`config.mk`:
```
export PLATFORM = sky130hd
export DESIGN_NAME = lar_top
export DESIGN_NICKNAME = d
export VERILOG_FILES = /design/src/logic/lar_integrator.v /design/src/logic/lar_top.v
export VERILOG_INCLUDE_DIRS = /design/src /design/src/logic
export SDC_FILE = /design/constraint.sdc
export NUM_CORES = 1
export LEC_CHECK = 0
export BUFFER_PORTS_ARGS = -buffer_cell sky130_fd_sc_hd__buf_2
export CAP_MARGIN = 10
export CORE_MARGIN = 5
export CORE_UTILIZATION = 55
export CTS_CLUSTER_SIZE = 14
export DETAILED_ROUTE_END_ITERATION = 16
export PLACE_DENSITY = 0.71
export SLEW_MARGIN = 10
export SYNTH_ARGS = -nofsm -noshare
export SYNTH_HDL_FRONTEND = slang
export SYNTH_SLANG_ARGS = --single-unit
```
`constraint.sdc`:
```
create_clock -name clk -period 5 [get_ports clk]
set_clock_uncertainty 0.05 [all_clocks]
set_input_delay 0.25 -clock clk [delete_from_list [all_inputs] [get_ports clk]]
set_output_delay 0.25 -clock clk [all_outputs]
set_load 0.1 [all_outputs]
```
`src/logic/lar_defs.vh`:
```
// Purpose: shared constants for the light converter register block
// Assumes: byte-wide register map on an I2C target, 125 MHz system clock
// Notes: definitions only
`ifndef LAR_DEFS_VH
`define LAR_DEFS_VH
// fixed 7-bit target address, not configurable
`define LAR_I2C_ADDR 7'h44
// register offsets
`define LAR_OFS_CMD1 8'h00
`define LAR_OFS_CFG 8'h01
`define LAR_OFS_RES_LO 8'h02
`define LAR_OFS_RES_HI 8'h03
`define LAR_OFS_LLIM_LO 8'h04
`define LAR_OFS_LLIM_HI 8'h05
`define LAR_OFS_HLIM_LO 8'h06
`define LAR_OFS_HLIM_HI 8'h07
// config register fields
`define LAR_CFG_RES_MSB 3
`define LAR_CFG_RES_LSB 2
`define LAR_CFG_RNG_MSB 1
`define LAR_CFG_RNG_LSB 0
`define LAR_CFG_USED_MASK 8'h0f
// reset values
`define LAR_CFG_RST 8'h00
`define LAR_RESULT_RST 16'h0000
`define LAR_LLIM_RST 8'h00
`define LAR_HLIM_RST 8'hff
// resolution codes
`define LAR_RES_16 2'b00
`define LAR_RES_12 2'b01
`define LAR_RES_8 2'b10
`define LAR_RES_4 2'b11
// oscillator timing
`define LAR_CLK_FREQ_KHZ 125000
`define LAR_OSC_FREQ_KHZ 725
`define LAR_OSC_DIV (`LAR_CLK_FREQ_KHZ / `LAR_OSC_FREQ_KHZ)
// persistence counts
`define LAR_PERSIST_1 5'd1
`define LAR_PERSIST_4 5'd4
`define LAR_PERSIST_8 5'd8
`define LAR_PERSIST_16 5'd16
`endif

```
`src/logic/lar_integrator.v`:
```
// Purpose: integration timer and count accumulator for one conversion
// Assumes: light_pulse is a one-cycle pulse already on clk
// Notes: settings latched at the start of each integration
`timescale 1ns/1ps
`include "lar_defs.vh"
module lar_integrator #(
  parameter OSC_DIV = `LAR_OSC_DIV
)(
  // clock and reset
  input wire clk,
  input wire rstn,
  // control
  input wire run,
  input wire [1:0] res_code,
  input wire [1:0] rng_code,
  input wire light_pulse,
  // results
  output reg done,
  output reg [15:0] result,
  output reg [1:0] active_rng
);
  reg [15:0] div_reg;
  reg [16:0] tick_reg;
  reg [15:0] acc_reg;
  reg [1:0] act_res_reg;
  reg busy_reg;
  reg [16:0] span;
  reg [15:0] cap;
  wire osc_tick;

  // internal oscillator period derived from clk
  assign osc_tick = (div_reg == OSC_DIV[15:0] - 16'h0001);

  // clock count and saturation cap per resolution
  always @*
  begin
    case (act_res_reg)
      `LAR_RES_16: span = 17'h10000;
      `LAR_RES_12: span = 17'h01000;
      `LAR_RES_8: span = 17'h00100;
      default: span = 17'h00010;
    endcase
    cap = span[15:0] - 16'h0001;
    if (act_res_reg == `LAR_RES_16)
      cap = 16'hffff;
  end

  // integration sequencer
  always @(posedge clk)
  begin
    if (!rstn)
    begin
      div_reg <= 16'h0000;
      tick_reg <= 17'h00000;
      acc_reg <= 16'h0000;
      act_res_reg <= `LAR_RES_16;
      active_rng <= 2'b00;
      busy_reg <= 1'b0;
      done <= 1'b0;
      result <= `LAR_RESULT_RST;
    end
    else
    begin
      done <= 1'b0;
      div_reg <= osc_tick ? 16'h0000 : div_reg + 16'h0001;
      if (!busy_reg)
      begin
        if (run)
        begin
          // new settings take effect only here, never mid-integration
          act_res_reg <= res_code;
          active_rng <= rng_code;
          busy_reg <= 1'b1;
          tick_reg <= 17'h00000;
          acc_reg <= 16'h0000;
          div_reg <= 16'h0000;
        end
      end
      else
      begin
        if (light_pulse && acc_reg != cap)
          acc_reg <= acc_reg + 16'h0001;
        if (osc_tick)
        begin
          if (tick_reg == span - 17'h00001)
          begin
            // window closes after exactly 2^n oscillator periods
            result <= acc_reg & cap;
            done <= 1'b1;
            busy_reg <= 1'b0;
          end
          else
            tick_reg <= tick_reg + 17'h00001;
        end
      end
    end
  end
endmodule

```
`src/logic/lar_top.v`:
```
// Purpose: I2C target with config, result and threshold registers of a light converter
// Assumes: host is an I2C controller; front end delivers charge-balance pulses
// Notes: command register 00 lives elsewhere; its mode, clear and persistence are ports
`timescale 1ns/1ps
`include "lar_defs.vh"
// How it works
// - resolution code picks 16, 12, 8 or 4 bits and matching clock count.
// - integration length follows the chosen clock count.
// - range code picks range 1 to 4, full scale 1k to 64k lux.
// - result low byte at 02, high at 03, read only.
// - result right aligned at bit 0, top bit follows resolution.
// - both result bytes overwritten at end of every conversion.
// - low threshold at 04/05, reset 00.
// - high threshold at 06/07, reset ff.
// - each integration lasts exactly 2^n oscillator periods.
// - conversion timing from internal oscillator of nominal 725 kHz.
// - unsigned result, full scale 2^n counts, proportional to light.
// - responds on fixed 7-bit I2C address 1000100.
// - flag and pin raised after m consecutive out-of-window results.
// - upper config bits read zero; settings hold until overwritten.
module lar_top #(
  parameter OSC_DIV = `LAR_OSC_DIV
)(
  // clock and reset
  input wire clk,
  input wire rstn,
  // i2c pins
  input wire scl_in,
  input wire sda_in,
  output reg sda_out,
  output reg sda_oe,
  // front end
  input wire light_pulse_in,
  output reg [1:0] scale_select,
  // command register 00 side
  input wire conv_run,
  input wire [1:0] persistence_count_select,
  input wire flag_clear,
  output reg int_flag,
  output reg int_out,
  output reg int_oe
);
  localparam S_IDLE = 4'd0;
  localparam S_ADDR = 4'd1;
  localparam S_AACK = 4'd2;
  localparam S_PTR = 4'd3;
  localparam S_PACK = 4'd4;
  localparam S_WR = 4'd5;
  localparam S_WACK = 4'd6;
  localparam S_RD = 4'd7;
  localparam S_RACK = 4'd8;

  reg scl_m, scl_s, scl_d;
  reg sda_m, sda_s, sda_d;
  reg lp_m, lp_s, lp_d;
  reg [3:0] state_reg;
  reg [3:0] bit_reg;
  reg [7:0] rx_reg;
  reg [7:0] tx_reg;
  reg [7:0] ptr_reg;
  reg rw_reg;
  reg nack_reg;
  reg [7:0] cfg_reg;
  reg [15:0] llim_reg;
  reg [15:0] hlim_reg;
  reg [4:0] pers_reg;
  reg [4:0] need;
  reg [7:0] rd_mux;
  reg conv_done_q;
  wire scl_rise, scl_fall, start_c, stop_c;
  wire conv_done;
  wire [15:0] conv_result;
  wire [1:0] conv_rng;
  wire out_of_window;

  // two-stage synchronisers on the pins
  always @(posedge clk)
  begin
    if (!rstn)
    begin
      {scl_m, scl_s, scl_d} <= 3'b111;
      {sda_m, sda_s, sda_d} <= 3'b111;
      {lp_m, lp_s, lp_d} <= 3'b000;
    end
    else
    begin
      scl_m <= scl_in;
      scl_s <= scl_m;
      scl_d <= scl_s;
      sda_m <= sda_in;
      sda_s <= sda_m;
      sda_d <= sda_s;
      lp_m <= light_pulse_in;
      lp_s <= lp_m;
      lp_d <= lp_s;
    end
  end

  // bus events from synchronised levels
  assign scl_rise = scl_s & ~scl_d;
  assign scl_fall = ~scl_s & scl_d;
  assign start_c = scl_s & scl_d & sda_d & ~sda_s;
  assign stop_c = scl_s & scl_d & ~sda_d & sda_s;

  // conversion engine, runs off the internal oscillator tick
  lar_integrator #(
    .OSC_DIV(OSC_DIV)
  ) u_integ (
    .clk(clk),
    .rstn(rstn),
    .run(conv_run),
    .res_code(cfg_reg[`LAR_CFG_RES_MSB:`LAR_CFG_RES_LSB]),
    .rng_code(cfg_reg[`LAR_CFG_RNG_MSB:`LAR_CFG_RNG_LSB]),
    .light_pulse(lp_s & ~lp_d),
    .done(conv_done),
    .result(conv_result),
    .active_rng(conv_rng)
  );

  // read data selection; unmapped offsets read zero
  always @*
  begin
    case (ptr_reg)
      `LAR_OFS_CMD1: rd_mux = 8'h00;
      `LAR_OFS_CFG: rd_mux = cfg_reg & `LAR_CFG_USED_MASK;
      `LAR_OFS_RES_LO: rd_mux = conv_result[7:0];
      `LAR_OFS_RES_HI: rd_mux = conv_result[15:8];
      `LAR_OFS_LLIM_LO: rd_mux = llim_reg[7:0];
      `LAR_OFS_LLIM_HI: rd_mux = llim_reg[15:8];
      `LAR_OFS_HLIM_LO: rd_mux = hlim_reg[7:0];
      `LAR_OFS_HLIM_HI: rd_mux = hlim_reg[15:8];
      default: rd_mux = 8'h00;
    endcase
  end

  // i2c target; sda changes only after scl falls to keep data stable while high
  always @(posedge clk)
  begin
    if (!rstn)
    begin
      state_reg <= S_IDLE;
      bit_reg <= 4'h0;
      rx_reg <= 8'h00;
      tx_reg <= 8'h00;
      ptr_reg <= 8'h00;
      rw_reg <= 1'b0;
      nack_reg <= 1'b0;
      sda_out <= 1'b0;
      sda_oe <= 1'b0;
      cfg_reg <= `LAR_CFG_RST;
      llim_reg <= {`LAR_LLIM_RST, `LAR_LLIM_RST};
      hlim_reg <= {`LAR_HLIM_RST, `LAR_HLIM_RST};
    end
    else if (start_c)
    begin
      state_reg <= S_ADDR;
      bit_reg <= 4'h0;
      sda_oe <= 1'b0;
    end
    else if (stop_c)
    begin
      state_reg <= S_IDLE;
      sda_oe <= 1'b0;
    end
    else
    begin
      if (scl_rise)
      begin
        rx_reg <= {rx_reg[6:0], sda_s};
        bit_reg <= bit_reg + 4'h1;
        if (state_reg == S_RACK)
          nack_reg <= sda_s;
      end
      if (scl_fall)
      begin
        case (state_reg)
          S_ADDR:
            if (bit_reg == 4'h8)
            begin
              if (rx_reg[7:1] == `LAR_I2C_ADDR)
              begin
                rw_reg <= rx_reg[0];
                sda_oe <= 1'b1;
                state_reg <= S_AACK;
              end
              else
                state_reg <= S_IDLE;
            end
          S_AACK:
          begin
            bit_reg <= 4'h0;
            if (rw_reg)
            begin
              tx_reg <= rd_mux;
              sda_oe <= ~rd_mux[7];
              ptr_reg <= ptr_reg + 8'h01;
              state_reg <= S_RD;
            end
            else
            begin
              sda_oe <= 1'b0;
              state_reg <= S_PTR;
            end
          end
          S_PTR:
            if (bit_reg == 4'h8)
            begin
              ptr_reg <= rx_reg;
              sda_oe <= 1'b1;
              state_reg <= S_PACK;
            end
          S_WR:
            if (bit_reg == 4'h8)
            begin
              // result and reserved offsets swallow writes unchanged
              case (ptr_reg)
                `LAR_OFS_CFG: cfg_reg <= rx_reg & `LAR_CFG_USED_MASK;
                `LAR_OFS_LLIM_LO: llim_reg[7:0] <= rx_reg;
                `LAR_OFS_LLIM_HI: llim_reg[15:8] <= rx_reg;
                `LAR_OFS_HLIM_LO: hlim_reg[7:0] <= rx_reg;
                `LAR_OFS_HLIM_HI: hlim_reg[15:8] <= rx_reg;
                default: cfg_reg <= cfg_reg;
              endcase
              ptr_reg <= ptr_reg + 8'h01;
              sda_oe <= 1'b1;
              state_reg <= S_WACK;
            end
          S_PACK, S_WACK:
          begin
            sda_oe <= 1'b0;
            bit_reg <= 4'h0;
            state_reg <= S_WR;
          end
          S_RD:
            if (bit_reg == 4'h8)
            begin
              sda_oe <= 1'b0;
              state_reg <= S_RACK;
            end
            else
            begin
              tx_reg <= {tx_reg[6:0], 1'b0};
              sda_oe <= ~tx_reg[6];
            end
          S_RACK:
          begin
            bit_reg <= 4'h0;
            if (nack_reg)
            begin
              sda_oe <= 1'b0;
              state_reg <= S_IDLE;
            end
            else
            begin
              tx_reg <= rd_mux;
              sda_oe <= ~rd_mux[7];
              ptr_reg <= ptr_reg + 8'h01;
              state_reg <= S_RD;
            end
          end
          S_IDLE: sda_oe <= 1'b0;
          default: state_reg <= S_IDLE;
        endcase
      end
    end
  end

  // persistence target m from the two select bits
  always @*
  begin
    case (persistence_count_select)
      2'b00: need = `LAR_PERSIST_1;
      2'b01: need = `LAR_PERSIST_4;
      2'b10: need = `LAR_PERSIST_8;
      default: need = `LAR_PERSIST_16;
    endcase
  end

  assign out_of_window = (conv_result < llim_reg) || (conv_result > hlim_reg);

  // out-of-window run counter; a set in the clear cycle wins
  always @(posedge clk)
  begin
    if (!rstn)
    begin
      pers_reg <= 5'd0;
      int_flag <= 1'b0;
      int_out <= 1'b0;
      int_oe <= 1'b0;
      scale_select <= 2'b00;
    end
    else
    begin
      scale_select <= conv_rng;
      if (conv_done_q)
      begin
        if (out_of_window)
        begin
          // no carry out of 5 bits, so a saturated count still re-asserts
          if (pers_reg >= need - 5'd1)
          begin
            int_flag <= 1'b1;
            int_oe <= 1'b1;
          end
          else if (flag_clear)
          begin
            int_flag <= 1'b0;
            int_oe <= 1'b0;
          end
          if (pers_reg != 5'd31)
            pers_reg <= pers_reg + 5'd1;
        end
        else
        begin
          pers_reg <= 5'd0;
          if (flag_clear)
          begin
            int_flag <= 1'b0;
            int_oe <= 1'b0;
          end
        end
      end
      else if (flag_clear)
      begin
        int_flag <= 1'b0;
        int_oe <= 1'b0;
      end
    end
  end

  // compare one cycle after the result register has settled
  always @(posedge clk)
  begin
    if (!rstn)
      conv_done_q <= 1'b0;
    else
      conv_done_q <= conv_done;
  end
endmodule

```
==> out/metrics.csv <==
metric,value,unit
synth_area_leaders,"dfxtp_1 (38%), ha_1 (8.9%), nor2_1 (5.6%)",
die_w,134,um
grt_pass1_wl,31.9,mm
clock_latency,430,ps
grt.overflow.total,0,
first_global_vias,6557,
p_per_area,293,nW/um^2
globalRouteTotalUtil,0.216,
synth_area,8480,um^2
hold_viol,0,
cts_htree_levels,4,
fin_setup_tns,0,ps
syn_area_per_cell,8.38,um^2
clock_sinks,160,
seq_area_frac_synth,0.378,
pwr-share-comb,0.026,
core_area,15100,um^2
swShare,0.220,
rsz0062_at_grt,no,
finalCriticalPeriod,3040,ps
wl,18.6,mm
die_h,134,um
worst_slew_pin_slew,1030,ps
ir_drop,249,uV
p_clk_frac,0.498,
worst_ep_required_time,5300,ps
setup.worst_path.start_class,flip-flop,
synth_edf_count,0,
tritoncts,done,
post_cts_buffers,0,
ant_nets,0,
core.rowCount,45,
drv_cap,0,
diodes,0,
drt-pass1-iter-count,5,
cts_buffer_depth,2,
synth.most_common_cell,dfxtp_1,
worst_setup_hold_path_clk_slew,70,ps
dieArea,18000,um^2
hold_path_class,in2reg,
drive_gt1_frac,0.0796,
place_hpwl,13.3,mm
cp-end-kind,flip-flop,
clock.fmax,328,MHz
largest_reg_flops,17,
switchingPower,0.596,mW
synth-main-ff-cell,dfxtp_1,
boundaryPins,16,
yosysUniqueCellTypes,70,
status,finished clean,
drtIter0Drc,389,
vias,6899,
avgRoutedWirePerCell,15.4,um
synth_seq_cells,160,
ys_warn_count,0,
relSlewSlack,0.315,
period_share,0.609,
finalSetupViolations,0,
critPathMaxFanout,16,
grt_antenna_before_repair,0,
drv_slew,0,
initial_core_util,0.560,
cellInternalPower,2.11,mW
worstSetupPathType,reg2reg,
fin_total_pwr,2.71,mW
numCtsBuffers,17,
synth_cells,1012,
synth_top_cell_by_area,dfxtp_1,
finalWeightedCongestion,0.881,
p_leak,3.49,nW
syn2layout_area_growth,9.05,%
sequentialPowerShare,0.476,
synth-async-reset-ratio,0,
synth_common_cells,"dfxtp_1 (160), nor2_1 (126), nand2_1 (117), a21oi_1 (74), ha_1 (60)",
nets,1074,
critPathArrivalTime,3340,ps
netlist.area_leader.share,0.378,
drt-vias-per-instance,5.72,
clockRootBuffer,clkbuf_16,
route.detailed.drc,0,
grt_max_degree,47,
numPortBuffers,13,
-- worst paths after layout --
kind                start                to  depth (start not counted)  slack (ps)
min              conv_run  u_integ.busy_reg                          3          50
min reg2reg         scl_m             scl_s                          1         360
max          state_reg[0]      hlim_reg[15]                          7        1960
max reg2reg  state_reg[0]      hlim_reg[15]                          7        1960
-- critical path, stage by stage, from the launching register on --
cell and delay (ps):
dfxtp_1 590, nand2b_1 200, nor2_1 250, nand2_1 110, nor3_1 770, and2_0 750, nand2_1 130, o211ai_1 110
-- layout by cell type, fill, tap and decap left out, types with 6 or more instances in the layout --
cell type  instances
nor2b_1            9
o21ai_0           36
and3_1            10
nand2_1          117
or2_2              6
nand2b_1          14
xor2_1            18
dfxtp_1          160
nand4_1           19
nand3b_1           6
clkbuf_16         17
nand3_1           33
nor3_1            10
o211ai_1          16
nor3_2             7
a22oi_1           19
or4_1              9
and2_1            10
nor2_1           125
buf_2             13
xnor2_1           23
ha_1              60
inv_1             53
mux2i_1           39
a21oi_1           74
nor4_1             8
a31oi_1            8
a21o_1             8
-- layer usage --
| layer | routed length [um] | part of all wire | global-route usage | vias up |
|---|---|---|---|---|
| li1 | - | - | - | 3537 |
| met1 | 8860 | 0.48 | 0.291 | 3201 |
| met2 | 8620 | 0.46 | 0.350 | 128 |
| met3 | 687 | 0.037 | 0.0341 | 33 |
| met4 | 410 | 0.022 | 0.0843 | 0 |
| met5 | 0 | 0 | 0 | - |
-- final cells by class --
| cell class | instances | area (um^2) |
|---|---|---|
| Clock inverter | 12 | 155 |
| Tap cell | 188 | 235 |
| Sequential cell | 160 | 3200 |
| Fill cell | 1316 | 5900 |
| Inverter | 54 | 203 |
| Multi-Input combinational cell | 753 | 4870 |
| Clock buffer | 20 | 457 |
| Timing Repair Buffer | 19 | 120 |
-- power by group through the flow --
stage	combinational [mW]	sequential [mW]	clock (mW)
floorplan	0.0538	1.32	0
global route	0.0777	1.29	1.43
global placement	0.0679	1.32	0
finish	0.0704	1.29	1.35
CTS	0.0714	1.29	1.38
detailed placement	0.0686	1.32	0
-- kinds of logic (layout without fill, tap and decap cells) --
family | after synthesis | count (layout) | synth area share
simple gates | 414 | 414 | 0.250
compound gates | 194 | 194 | 0.143
flops | 160 | 160 | 0.378
buf+inv | 100 | 105 | 0.0483
fa+ha+maj | 60 | 60 | 0.0886
xor+xnor | 41 | 41 | 0.0424
mux | 41 | 41 | 0.0487
other cells | 2 | 3 | 0.000886
-- metrics by stage --
stage	hold WS (ps)	setup slack, ps	utilization	cell area (um^2)	instances
final	50.2	1960	0.610	9240	1206
after global routing	80.4	1640	0.610	9240	1206
after detailed placement	350	2000	0.567	8590	1170
after global placement	337	2050	0.567	8590	1170
after floorplan	301	2170	-	8480	1013
after CTS	38.7	1970	0.610	9240	1206
-- timing repair --
item,in CTS,in global routing
gates resized for setup,0,0
hold buffers,4,0
endpoints found under the hold margin,4,0
(Power assumes the default switching activity.)
